## src/include/wdac_regs.svh

```systemverilog
// register offsets, field positions, reset values and timing counts
// assumes a 10 MHz system clock and a 4-bit register address
//
// Summary of operation
// RULE_01 - two BCD bytes hold 00.01 to 99.99 seconds
// RULE_02 - reload access restarts count, clears flag, pin
// RULE_03 - count down per tick, interrupt at zero
// RULE_04 - without access the alarm repeats each period
// RULE_05 - reload registers read back the entered value
// RULE_06 - both reload bytes zero disables watchdog
// RULE_07 - alarm mask bits select alarm rate
// RULE_08 - host uses only the four mask patterns
// RULE_09 - transfer_enable low freezes host time registers
// RULE_10 - interrupt_pin_swap routes alarms to pins
// RULE_11 - host never enables first pin and square wave
// RULE_12 - polarity bit selects source or sink, pin two
// RULE_13 - pulse mode asserts at least 3ms, then releases; a reload or alarm access ends the pulse at once
// RULE_14 - watchdog_irq_mask holds watchdog output inactive
// RULE_15 - alarm mask bit holds alarm output inactive
// RULE_16 - watchdog_flag read only, set on expiry
// RULE_17 - alarm_flag read only, cleared by alarm access
// RULE_18 - pulse mode flags read one only during pulse
// RULE_19 - time registers refreshed every hundredth second
// RULE_20 - bit 7 of alarm registers is mask bit
// RULE_21 - writes to flag bit positions are ignored
// RULE_22 - decrement once per tick, halt when disabled
`ifndef WDAC_REGS_SVH
`define WDAC_REGS_SVH

`define WDAC_ADDR_W 4
`define WDAC_OFS_ALM_MIN 4'h3
`define WDAC_OFS_ALM_HR 4'h5
`define WDAC_OFS_ALM_DAY 4'h7
`define WDAC_OFS_CMD 4'hB
`define WDAC_OFS_WD_LO 4'hC
`define WDAC_OFS_WD_HI 4'hD

`define WDAC_CMD_XFER 7
`define WDAC_CMD_SWAP 6
`define WDAC_CMD_POL 5
`define WDAC_CMD_PULSE 4
`define WDAC_CMD_WDMASK 3
`define WDAC_CMD_ALMASK 2
`define WDAC_CMD_WDFLAG 1
`define WDAC_CMD_ALFLAG 0
`define WDAC_ALM_MASK 7
`define WDAC_DAY_RO 8'h78

`define WDAC_CMD_RESET 8'h8C
`define WDAC_RELOAD_RESET 16'h0000

`define WDAC_CLK_KHZ 10000
`define WDAC_TICK_MS 10
`define WDAC_PULSE_MS 3
`define WDAC_TICK_CYCLES (`WDAC_TICK_MS * `WDAC_CLK_KHZ)
`define WDAC_PULSE_CYCLES (`WDAC_PULSE_MS * `WDAC_CLK_KHZ)
`define WDAC_CNT_W 17

`endif

```

## src/include/wdac_pkg.sv

```systemverilog
// types shared by the watchdog, alarm and interrupt block
// no assumptions beyond the register header
package wdac_pkg;
    typedef enum logic [1:0] {BUS_IDLE, BUS_READ, BUS_WRITE} wdac_bus_t;

    typedef struct packed {
        logic [7:0] cmd;
        logic [15:0] reload;
        logic [15:0] count;
        logic [7:0] alm_min;
        logic [7:0] alm_hr;
        logic [7:0] alm_day;
        logic wd_flag;
        logic al_flag;
        wdac_bus_t phase;
        logic [3:0] addr_q;
        logic [7:0] wdata_q;
        logic [7:0] rdata;
        logic rd_oe;
    } wdac_state_t;
endpackage

```

## src/logic/wdac_pulse.sv

```systemverilog
// interrupt pulse stretcher: active for CYCLES clocks after a start
// clear ends the pulse at once; start wins over clear
`timescale 1ns/1ns
`default_nettype none
`include "wdac_regs.svh"
module wdac_pulse #(
    parameter int CYCLES = `WDAC_PULSE_CYCLES
) (
    input wire logic mclk_in,
    input wire logic rst_n_in,
    input wire logic start_in,
    input wire logic clear_in,
    output logic active_out
);
    typedef struct packed {
        logic [`WDAC_CNT_W-1:0] left;
    } wdac_pulse_st_t;

    wdac_pulse_st_t s;
    wdac_pulse_st_t next_s;

    always_comb
    begin
        next_s = s;
        if (start_in)
            next_s.left = `WDAC_CNT_W'(CYCLES);
        else if (clear_in)
            next_s.left = '0;
        else if (s.left != '0)
            next_s.left = s.left - `WDAC_CNT_W'(1);
    end

    always_ff @(posedge mclk_in or negedge rst_n_in)
    begin
        if (!rst_n_in)
            s <= '0;
        else
            s <= next_s;
    end

    assign active_out = (s.left != '0);
endmodule // wdac_pulse
`default_nettype wire

```

## src/logic/wdac_tick.sv

```systemverilog
// hundredth-second timebase: one-cycle enable every CYCLES clocks
// assumes a single free-running system clock
`timescale 1ns/1ns
`default_nettype none
`include "wdac_regs.svh"
module wdac_tick #(
    parameter int CYCLES = `WDAC_TICK_CYCLES
) (
    input wire logic mclk_in,
    input wire logic rst_n_in,
    output logic tick_out
);
    typedef struct packed {
        logic [`WDAC_CNT_W-1:0] cnt;
        logic tick;
    } wdac_tick_st_t;

    wdac_tick_st_t s;
    wdac_tick_st_t next_s;

    always_comb
    begin
        next_s = s;
        next_s.tick = 1'b0;
        if (s.cnt == `WDAC_CNT_W'(CYCLES - 1))
        begin
            next_s.cnt = '0;
            next_s.tick = 1'b1;
        end
        else
        begin
            next_s.cnt = s.cnt + `WDAC_CNT_W'(1);
        end
    end

    always_ff @(posedge mclk_in or negedge rst_n_in)
    begin
        if (!rst_n_in)
            s <= '0;
        else
            s <= next_s;
    end

    assign tick_out = s.tick;
endmodule // wdac_tick
`default_nettype wire

```

## src/logic/wdac_top.sv

```systemverilog
// watchdog countdown, time-of-day alarm match and interrupt control
// bus pins are sampled synchronously to mclk_in; time-of-day chain is
// outside and supplies current BCD time and a minute rollover pulse
`timescale 1ns/1ns
`default_nettype none
`include "wdac_regs.svh"
module wdac_top #(
    parameter int TICK_CYCLES = `WDAC_TICK_CYCLES,
    parameter int PULSE_CYCLES = `WDAC_PULSE_CYCLES
) (
    input wire logic mclk_in,
    input wire logic rst_n_in,
    input wire logic [`WDAC_ADDR_W-1:0] addr_in,
    input wire logic ce_n_in,
    input wire logic oe_n_in,
    input wire logic we_n_in,
    input wire logic [7:0] dq_in,
    output logic [7:0] dq_out,
    output logic dq_oe_out,
    input wire logic [7:0] cur_minutes_in,
    input wire logic [7:0] cur_hours_in,
    input wire logic [7:0] cur_days_in,
    input wire logic minute_rollover_in,
    output logic transfer_strobe_out,
    output logic first_interrupt_pin_out,
    output logic first_interrupt_pin_oe_out,
    output logic second_interrupt_pin_out,
    output logic second_interrupt_pin_oe_out
);
    wdac_pkg::wdac_state_t s;
    wdac_pkg::wdac_state_t next_s;
    wdac_pkg::wdac_bus_t phase_now;
    logic tick;
    logic acc_start;
    logic wr_end;
    logic wd_touch;
    logic al_touch;
    logic wd_expire;
    logic al_event;
    logic wd_act;
    logic al_act;
    logic [1:0] p_start;
    logic [1:0] p_clear;
    logic [1:0] p_active;

    function automatic logic is_wd(input logic [`WDAC_ADDR_W-1:0] a);
        is_wd = (a == `WDAC_OFS_WD_LO) || (a == `WDAC_OFS_WD_HI);
    endfunction

    function automatic logic is_alm(input logic [`WDAC_ADDR_W-1:0] a);
        is_alm = (a == `WDAC_OFS_ALM_MIN) || (a == `WDAC_OFS_ALM_HR) ||
                 (a == `WDAC_OFS_ALM_DAY);
    endfunction

    function automatic logic is_mine(input logic [`WDAC_ADDR_W-1:0] a);
        is_mine = is_wd(a) || is_alm(a) || (a == `WDAC_OFS_CMD);
    endfunction

    // four-digit bcd decrement
    function automatic logic [15:0] bcd_dec(input logic [15:0] v);
        logic [15:0] r;
        logic borrow;
        r = v;
        borrow = 1'b1;
        for (int i = 0; i < 4; i++)
        begin
            if (borrow)
            begin
                if (r[i*4 +: 4] == 4'h0)
                    r[i*4 +: 4] = 4'h9;
                else
                begin
                    r[i*4 +: 4] = r[i*4 +: 4] - 4'h1;
                    borrow = 1'b0;
                end
            end
        end
        bcd_dec = r;
    endfunction

    wdac_tick #(.CYCLES(TICK_CYCLES)) u_tick (
        .mclk_in(mclk_in),
        .rst_n_in(rst_n_in),
        .tick_out(tick)
    );

    // index 0 watchdog, index 1 time-of-day alarm
    assign p_start = {al_event, wd_expire};
    assign p_clear = {al_touch, wd_touch};

    generate
        for (genvar g = 0; g < 2; g++)
        begin : g_pulse
            wdac_pulse #(.CYCLES(PULSE_CYCLES)) u_pulse (
                .mclk_in(mclk_in),
                .rst_n_in(rst_n_in),
                .start_in(p_start[g]),
                .clear_in(p_clear[g]),
                .active_out(p_active[g])
            );
        end
    endgenerate

    always_comb
    begin
        if (!ce_n_in && !we_n_in)
            phase_now = wdac_pkg::BUS_WRITE;
        else if (!ce_n_in && !oe_n_in)
            phase_now = wdac_pkg::BUS_READ;
        else
            phase_now = wdac_pkg::BUS_IDLE;
    end

    assign acc_start = (phase_now != wdac_pkg::BUS_IDLE) &&
                       (phase_now != s.phase);
    assign wr_end = (s.phase == wdac_pkg::BUS_WRITE) &&
                    (phase_now != wdac_pkg::BUS_WRITE);
    assign wd_touch = (acc_start && is_wd(addr_in)) ||
                      (wr_end && is_wd(s.addr_q)); // RULE_02
    assign al_touch = (acc_start && is_alm(addr_in)) ||
                      (wr_end && is_alm(s.addr_q)); // RULE_17

    // expiry when the count would reach zero; all-zero reload halts
    // an access in the same cycle restarts but does not hide the event
    assign wd_expire = tick && (s.reload != 16'h0000) &&
                       (s.count <= 16'h0001); // RULE_03 RULE_06 RULE_22

    // mask bit set leaves that field out of the compare
    assign al_event = minute_rollover_in &&
        (s.alm_min[`WDAC_ALM_MASK] ||
         s.alm_min[6:0] == cur_minutes_in[6:0]) &&
        (s.alm_hr[`WDAC_ALM_MASK] ||
         s.alm_hr[6:0] == cur_hours_in[6:0]) &&
        (s.alm_day[`WDAC_ALM_MASK] ||
         s.alm_day[2:0] == cur_days_in[2:0]); // RULE_07 RULE_20

    always_comb
    begin
        next_s = s;
        next_s.phase = phase_now;
        if (phase_now == wdac_pkg::BUS_WRITE)
        begin
            next_s.addr_q = addr_in;
            next_s.wdata_q = dq_in;
        end
        // write commits at the trailing edge of the strobe
        if (wr_end)
        begin
            case (s.addr_q)
                `WDAC_OFS_CMD:
                    next_s.cmd[7:2] = s.wdata_q[7:2]; // RULE_21
                `WDAC_OFS_WD_LO:
                    next_s.reload[7:0] = s.wdata_q; // RULE_01
                `WDAC_OFS_WD_HI:
                    next_s.reload[15:8] = s.wdata_q; // RULE_01
                `WDAC_OFS_ALM_MIN:
                    next_s.alm_min = s.wdata_q;
                `WDAC_OFS_ALM_HR:
                    next_s.alm_hr = s.wdata_q;
                `WDAC_OFS_ALM_DAY:
                    next_s.alm_day = s.wdata_q & ~`WDAC_DAY_RO;
                default:
                    next_s.cmd = s.cmd;
            endcase
        end
        if (wd_touch)
            next_s.count = next_s.reload; // RULE_02
        else if (wd_expire)
            next_s.count = s.reload; // RULE_04
        else if (tick && s.reload != 16'h0000)
            next_s.count = bcd_dec(s.count); // RULE_22
        // set wins over clear; pulse mode drops flag with the pulse
        next_s.wd_flag = wd_expire || (s.wd_flag && !wd_touch &&
            (!s.cmd[`WDAC_CMD_PULSE] || p_active[0])); // RULE_16 RULE_18
        next_s.al_flag = al_event || (s.al_flag && !al_touch &&
            (!s.cmd[`WDAC_CMD_PULSE] || p_active[1])); // RULE_17 RULE_18
        next_s.cmd[`WDAC_CMD_WDFLAG] = next_s.wd_flag;
        next_s.cmd[`WDAC_CMD_ALFLAG] = next_s.al_flag;
        next_s.rd_oe = (phase_now == wdac_pkg::BUS_READ) && is_mine(addr_in);
        case (addr_in)
            `WDAC_OFS_CMD: next_s.rdata = s.cmd;
            `WDAC_OFS_WD_LO: next_s.rdata = s.reload[7:0]; // RULE_05
            `WDAC_OFS_WD_HI: next_s.rdata = s.reload[15:8]; // RULE_05
            `WDAC_OFS_ALM_MIN: next_s.rdata = s.alm_min;
            `WDAC_OFS_ALM_HR: next_s.rdata = s.alm_hr;
            `WDAC_OFS_ALM_DAY: next_s.rdata = s.alm_day;
            default: next_s.rdata = 8'h00;
        endcase
    end

    always_ff @(posedge mclk_in or negedge rst_n_in)
    begin
        if (!rst_n_in)
        begin
            s <= '0;
            s.cmd <= `WDAC_CMD_RESET;
            s.reload <= `WDAC_RELOAD_RESET;
            s.count <= `WDAC_RELOAD_RESET;
            s.phase <= wdac_pkg::BUS_IDLE;
        end
        else
            s <= next_s;
    end

    assign dq_out = s.rdata;
    assign dq_oe_out = s.rd_oe;
    assign transfer_strobe_out =
        tick && s.cmd[`WDAC_CMD_XFER]; // RULE_09 RULE_19

    // level mode follows flag, pulse mode follows stretcher
    assign wd_act = !s.cmd[`WDAC_CMD_WDMASK] &&
        (s.cmd[`WDAC_CMD_PULSE] ? p_active[0] : s.wd_flag); // RULE_13 RULE_14
    assign al_act = !s.cmd[`WDAC_CMD_ALMASK] &&
        (s.cmd[`WDAC_CMD_PULSE] ? p_active[1] : s.al_flag); // RULE_13 RULE_15

    // first pin always sinks; second sinks or sources per polarity
    assign first_interrupt_pin_out = 1'b0;
    assign first_interrupt_pin_oe_out =
        s.cmd[`WDAC_CMD_SWAP] ? al_act : wd_act; // RULE_10
    assign second_interrupt_pin_out = s.cmd[`WDAC_CMD_POL]; // RULE_12
    assign second_interrupt_pin_oe_out =
        s.cmd[`WDAC_CMD_SWAP] ? wd_act : al_act; // RULE_10
endmodule // wdac_top
`default_nettype wire

```

## config.mk

```make
export PLATFORM = sky130hd
export DESIGN_NAME = wdac_top
export DESIGN_NICKNAME = d
export VERILOG_FILES = /design/src/include/wdac_pkg.sv /design/src/logic/wdac_pulse.sv /design/src/logic/wdac_tick.sv /design/src/logic/wdac_top.sv
export VERILOG_INCLUDE_DIRS = /design/src /design/src/include
export SDC_FILE = /design/constraint.sdc
export NUM_CORES = 1
export LEC_CHECK = 0
export BUFFER_PORTS_ARGS = -buffer_cell sky130_fd_sc_hd__buf_2
export CAP_MARGIN = 20
export CORE_UTILIZATION = 39
export DETAILED_ROUTE_END_ITERATION = 8
export MAX_ROUTING_LAYER = met4
export PLACE_DENSITY = 0.58
export SYNTH_ARGS = -nofsm -noshare
export SYNTH_HDL_FRONTEND = slang
export SYNTH_HIERARCHICAL = 1
export SYNTH_SLANG_ARGS = --single-unit
export TNS_END_PERCENT = 30
```

## constraint.sdc

```tcl
create_clock -name mclk_in -period 4.57 [get_ports mclk_in]
set_input_delay 0.914 -clock mclk_in [delete_from_list [all_inputs] [get_ports mclk_in]]
set_output_delay 0.914 -clock mclk_in [all_outputs]
set_load 0.02 [all_outputs]
```

==> impl_metrics.sql <==
INSERT INTO impl_metrics (metric_group, metric, value, unit) VALUES
('timing', 'layout_worst_path_cycle_share', '0.789', ''),
('detailed_routing', 'routed_via_density', '5.58', ''),
('floorplanning', 'dieHeight', '138', 'um'),
('timing', 'slew_violations', '0', ''),
('clock_network', 'clk_path_buf_depth', '2', ''),
('detailed_routing', 'initial_drc_count', '285', ''),
('floorplanning', 'placement_rows', '49', ''),
('critical_path', 'timing.critical_path.arrival', '2.69', 'ns'),
('layout', 'drive_gt1_frac', '0.233', ''),
('timing', 'final_period_minus_worst_setup_slack', '3.61', 'ns'),
('floorplanning', 'die_width', '138', 'um'),
('layout', 'final_core_util', '0.456', ''),
('logic_synthesis', 'yosysWarningCount', '6', ''),
('global_routing', 'antenna_found_initial', '0', ''),
('power', 'vdd_ir_drop_max', '0.343', 'mV'),
('clock_network', 'insertion_delay', '0.43', 'ns'),
('flow_run', 'drv_cap', '0', ''),
('placed_design', 'post-dp-hpwl', '12700', 'um'),
('layout', 'layout.nets', '767', ''),
('clock_network', 'clock_net_sink_count', '135', ''),
('logic_synthesis', 'synth.lib_cells_used.distinct', '75', ''),
('hold_path', 'hp-class', 'flop to flop', ''),
('placed_design', 'port-buffer-count', '47', ''),
('layout', 'syn2layout_area_growth', '14.5', '%'),
('critical_path', 'critical_path.endpoint_type', 'primary output', ''),
('clock_network', 'cts_setup_buffers', '0', ''),
('outcome', 'outcome', 'finished clean', ''),
('global_routing', 'grt_start_max_net_pins', '76', ''),
('timing', 'final-hold-violation-count', '0', ''),
('detailed_routing', 'drt_wl_total', '17400', 'um'),
('logic_synthesis', 'avg_synthesized_cell_area', '10.7', 'um^2'),
('layout', 'antenna_cells_inserted', '0', ''),
('detailed_routing', 'detail-route-antenna-nets', '0', ''),
('timing', 'max_slew_margin', '0.405', ''),
('critical_path', 'setup.worst_path.start_class', 'flop', ''),
('detailed_routing', 'wire_per_inst', '18.1', 'um'),
('detailed_routing', 'number_of_drc_violations_after_detailed_routing', '0', ''),
('clock_network', 'cts.htree.levels', '4', ''),
('power', 'power_per_cell_area', '544', 'nW/um^2'),
('logic_synthesis', 'synth_top_area_share', '0.460', ''),
('logic_synthesis', 'synth.yosys.seq_area_share', '0.471', ''),
('global_routing', 'grt-ovfl-total', '0', ''),
('logic_synthesis', 'async_reset_ff_frac', '1.00', ''),
('timing', 'totalNegativeSetupSlack', '0', 'ns'),
('placed_design', 'place.gp.congestion', '0.874', ''),
('critical_path', 'cp.required', '3.66', 'ns'),
('logic_synthesis', 'synth.cell_area', '7170', 'um^2'),
('logic_synthesis', 'synthesis.instances', '670', ''),
('power', 'leakagePower', '3.65', 'nW'),
('detailed_routing', 'drt-pass1-iter-count', '5', ''),
('logic_synthesis', 'synth_top_flop_cell', 'sky130_fd_sc_hd__dfrtp_1', ''),
('floorplanning', 'core_region_area', '18000', 'um^2'),
('floorplanning', 'die_area', '18900', 'um^2'),
('global_routing', 'first_pass_grt_wire_length', '28900', 'um'),
('critical_path', 'crit_type', 'flop to primary output', ''),
('clock_network', 'cts_hold_buffers', '0', ''),
('clock_network', 'cts-buffers-inserted', '17', ''),
('floorplanning', 'floorplan.initialDensity', '0.398', ''),
('logic_synthesis', 'yosys_register_bits', '135', ''),
('global_routing', 'track_usage', '0.211', ''),
('timing', 'tightestPinTransition', '0.885', 'ns'),
('clock_network', 'clock_tree.root_cell', 'sky130_fd_sc_hd__clkbuf_16', ''),
('global_routing', 'grt_pass1_vias', '5497', ''),
('clock_network', 'clkTransAtPathRegs', '0.06', 'ns'),
('floorplanning', 'io-pin-count', '56', ''),
('logic_synthesis', 'netlist_top_cells_area', 'sky130_fd_sc_hd__dfrtp_1, sky130_fd_sc_hd__mux2_2, sky130_fd_sc_hd__xnor2_1', ''),
('clock_network', 'cts_resized', '0', ''),
('clock_network', 'tritoncts_clock_tree', 'yes', ''),
('timing', 'finalSetupViolCount', '0', ''),
('detailed_routing', 'route.vias.total', '5354', ''),
('logic_synthesis', 'synth_edf_count', '0', ''),
('logic_synthesis', 'netlist.top_cell.by_area', 'sky130_fd_sc_hd__dfrtp_1', ''),
('timing', 'rsz0062_at_grt', 'false', ''),
('timing', 'timing.fmax', '277', 'MHz'),
('timing', 'fin_worst_skew', '0.00968', 'ns'),
('critical_path', 'cp_max_fo', '5', ''),
('logic_synthesis', 'syn-num-nets', '719', '');
layout make-up:
class	count	area, um^2
repair buffers	51	272
inverters	23	86.3
multi-input cells	490	3580
fillers	1694	9810
flip-flops and latches	135	3380
well taps	229	287
clock buffers	20	457
clock inverters	11	150
per-layer routing:
metal / wire [um] / vias up / GRT usage / part of all wire
met5: 0 / - / - / 0
met4: 297 / 0 / 0.0745 / 0.017
met3: 633 / 25 / 0.0375 / 0.036
met2: 8180 / 99 / 0.326 / 0.47
met1: 8290 / 2701 / 0.277 / 0.48
li1: - / 2529 / - / -
cell usage in the layout, fill, tap and decap left out, types with 5 or more instances in the layout:
cell type                     n
sky130_fd_sc_hd__a21oi_1     24
sky130_fd_sc_hd__buf_2       46
sky130_fd_sc_hd__clkbuf_16   17
sky130_fd_sc_hd__dfrtp_1    132
sky130_fd_sc_hd__ha_1         7
sky130_fd_sc_hd__inv_1       21
sky130_fd_sc_hd__mux2_2      54
sky130_fd_sc_hd__mux2i_1     27
sky130_fd_sc_hd__nand2_1     35
sky130_fd_sc_hd__nand2b_1     6
sky130_fd_sc_hd__nand3_1     12
sky130_fd_sc_hd__nand4_1     10
sky130_fd_sc_hd__nor2_1      66
sky130_fd_sc_hd__nor2b_1      7
sky130_fd_sc_hd__nor3_1      17
sky130_fd_sc_hd__nor4_1      12
sky130_fd_sc_hd__nor4b_1      5
sky130_fd_sc_hd__o21ai_0     16
sky130_fd_sc_hd__o21bai_1    16
sky130_fd_sc_hd__o221ai_1     6
sky130_fd_sc_hd__o22ai_1      5
sky130_fd_sc_hd__or2_2        5
sky130_fd_sc_hd__or3_1       12
sky130_fd_sc_hd__or4_1        5
sky130_fd_sc_hd__xnor2_1     33
sky130_fd_sc_hd__xor2_1      22
state kept, by name, indices dropped and copies added, names as in the netlist:
name                      cells
dq_oe_out                     1
dq_out                        8
g_pulse.u_pulse/s            34
s                            73
second_interrupt_pin_out      1
u_tick/s                     17
u_tick/tick_out               1
kinds of logic (layout without fill, tap and decap cells):
| family | after synthesis | count (layout) | synth area share |
|---|---|---|---|
| compound gates | 120 | 120 | 0.125 |
| xor+xnor | 55 | 55 | 0.0672 |
| fa+ha+maj | 7 | 7 | 0.0122 |
| buf+inv | 45 | 105 | 0.0293 |
| flops | 135 | 135 | 0.471 |
| mux | 82 | 82 | 0.125 |
| other cells | 1 | 1 | 0.000523 |
| simple gates | 225 | 225 | 0.170 |
path summary, 6_finish.rpt:
path | start | endpoint | slack [ns] | depth (start not counted)
worst max-delay path | g_pulse[0].u_pulse/s[11]$_DFFE_PN0P_ | second_interrupt_pin_oe_out | 0.96 | 7
worst min-delay path | u_tick/s[1]$_DFF_PN0_ | u_tick/s[1]$_DFF_PN0_ | 0.49 | 1
worst max register to register | s[57]$_DFFE_PN0P_ | g_pulse[0].u_pulse/s[11]$_DFFE_PN0P_ | 1.28 | 10
worst min register to register | u_tick/s[1]$_DFF_PN0_ | u_tick/s[1]$_DFF_PN0_ | 0.49 | 1
max in group asynchronous | rst_n_in | s[83]$_DFFE_PN1P_ | 3.08 | 2
min in group asynchronous | rst_n_in | g_pulse[1].u_pulse/s[10]$_DFFE_PN0P_ | 0.52 | 1
Yosys cell counts (7+ instances only):
cell type and count:
sky130_fd_sc_hd__nor2_1 66, sky130_fd_sc_hd__a21oi_1 24, sky130_fd_sc_hd__xnor2_1 33, sky130_fd_sc_hd__o21ai_0 16, sky130_fd_sc_hd__dfrtp_1 132, sky130_fd_sc_hd__o21bai_1 16, sky130_fd_sc_hd__buf_4 9, sky130_fd_sc_hd__nand3_1 12
sky130_fd_sc_hd__mux2i_1 27, sky130_fd_sc_hd__ha_1 7, sky130_fd_sc_hd__nor4_1 12, sky130_fd_sc_hd__mux2_2 54, sky130_fd_sc_hd__clkbuf_1 10, sky130_fd_sc_hd__or3_1 12, sky130_fd_sc_hd__xor2_1 22, sky130_fd_sc_hd__nor2b_1 7
sky130_fd_sc_hd__nand4_1 10, sky130_fd_sc_hd__inv_1 21, sky130_fd_sc_hd__nand2_1 35, sky130_fd_sc_hd__nor3_1 17
through the flow:
stage / hold WS, ns / setup slack (ns) / area [um^2] / total power [W] / instances
floorplan: 0.455 / 1.38 / 7170 / 0.00271 / 670
global placement: 0.478 / 1.32 / 7610 / 0.00300 / 928
detailed placement: 0.488 / 1.31 / 7610 / 0.00307 / 928
CTS: 0.497 / 0.945 / 8210 / 0.00449 / 959
global route: 0.529 / 0.714 / 8210 / 0.00475 / 959
finish: 0.490 / 0.965 / 8210 / 0.00447 / 959
critical path: stages, from the launching register on:
cell and delay (ns):
sky130_fd_sc_hd__dfrtp_1 0.40, sky130_fd_sc_hd__or3_4 0.42, sky130_fd_sc_hd__nor3_1 0.46, sky130_fd_sc_hd__nand2_1 0.28, sky130_fd_sc_hd__mux2i_1 0.20, sky130_fd_sc_hd__nor2_1 0.06, sky130_fd_sc_hd__mux2_2 0.27, sky130_fd_sc_hd__buf_2 0.17
power by group:
part	total, W	internal, W	switching, W	leakage [nW]
combinational	0.00121	0.000579	0.000627	1.62
clock	0.00141	0.000884	0.000525	0.292
sequential	0.00185	0.00150	0.000355	1.74
total	0.00447	0.00296	0.00151	3.65
No activity file was read; power rests on OpenSTA's default activity.
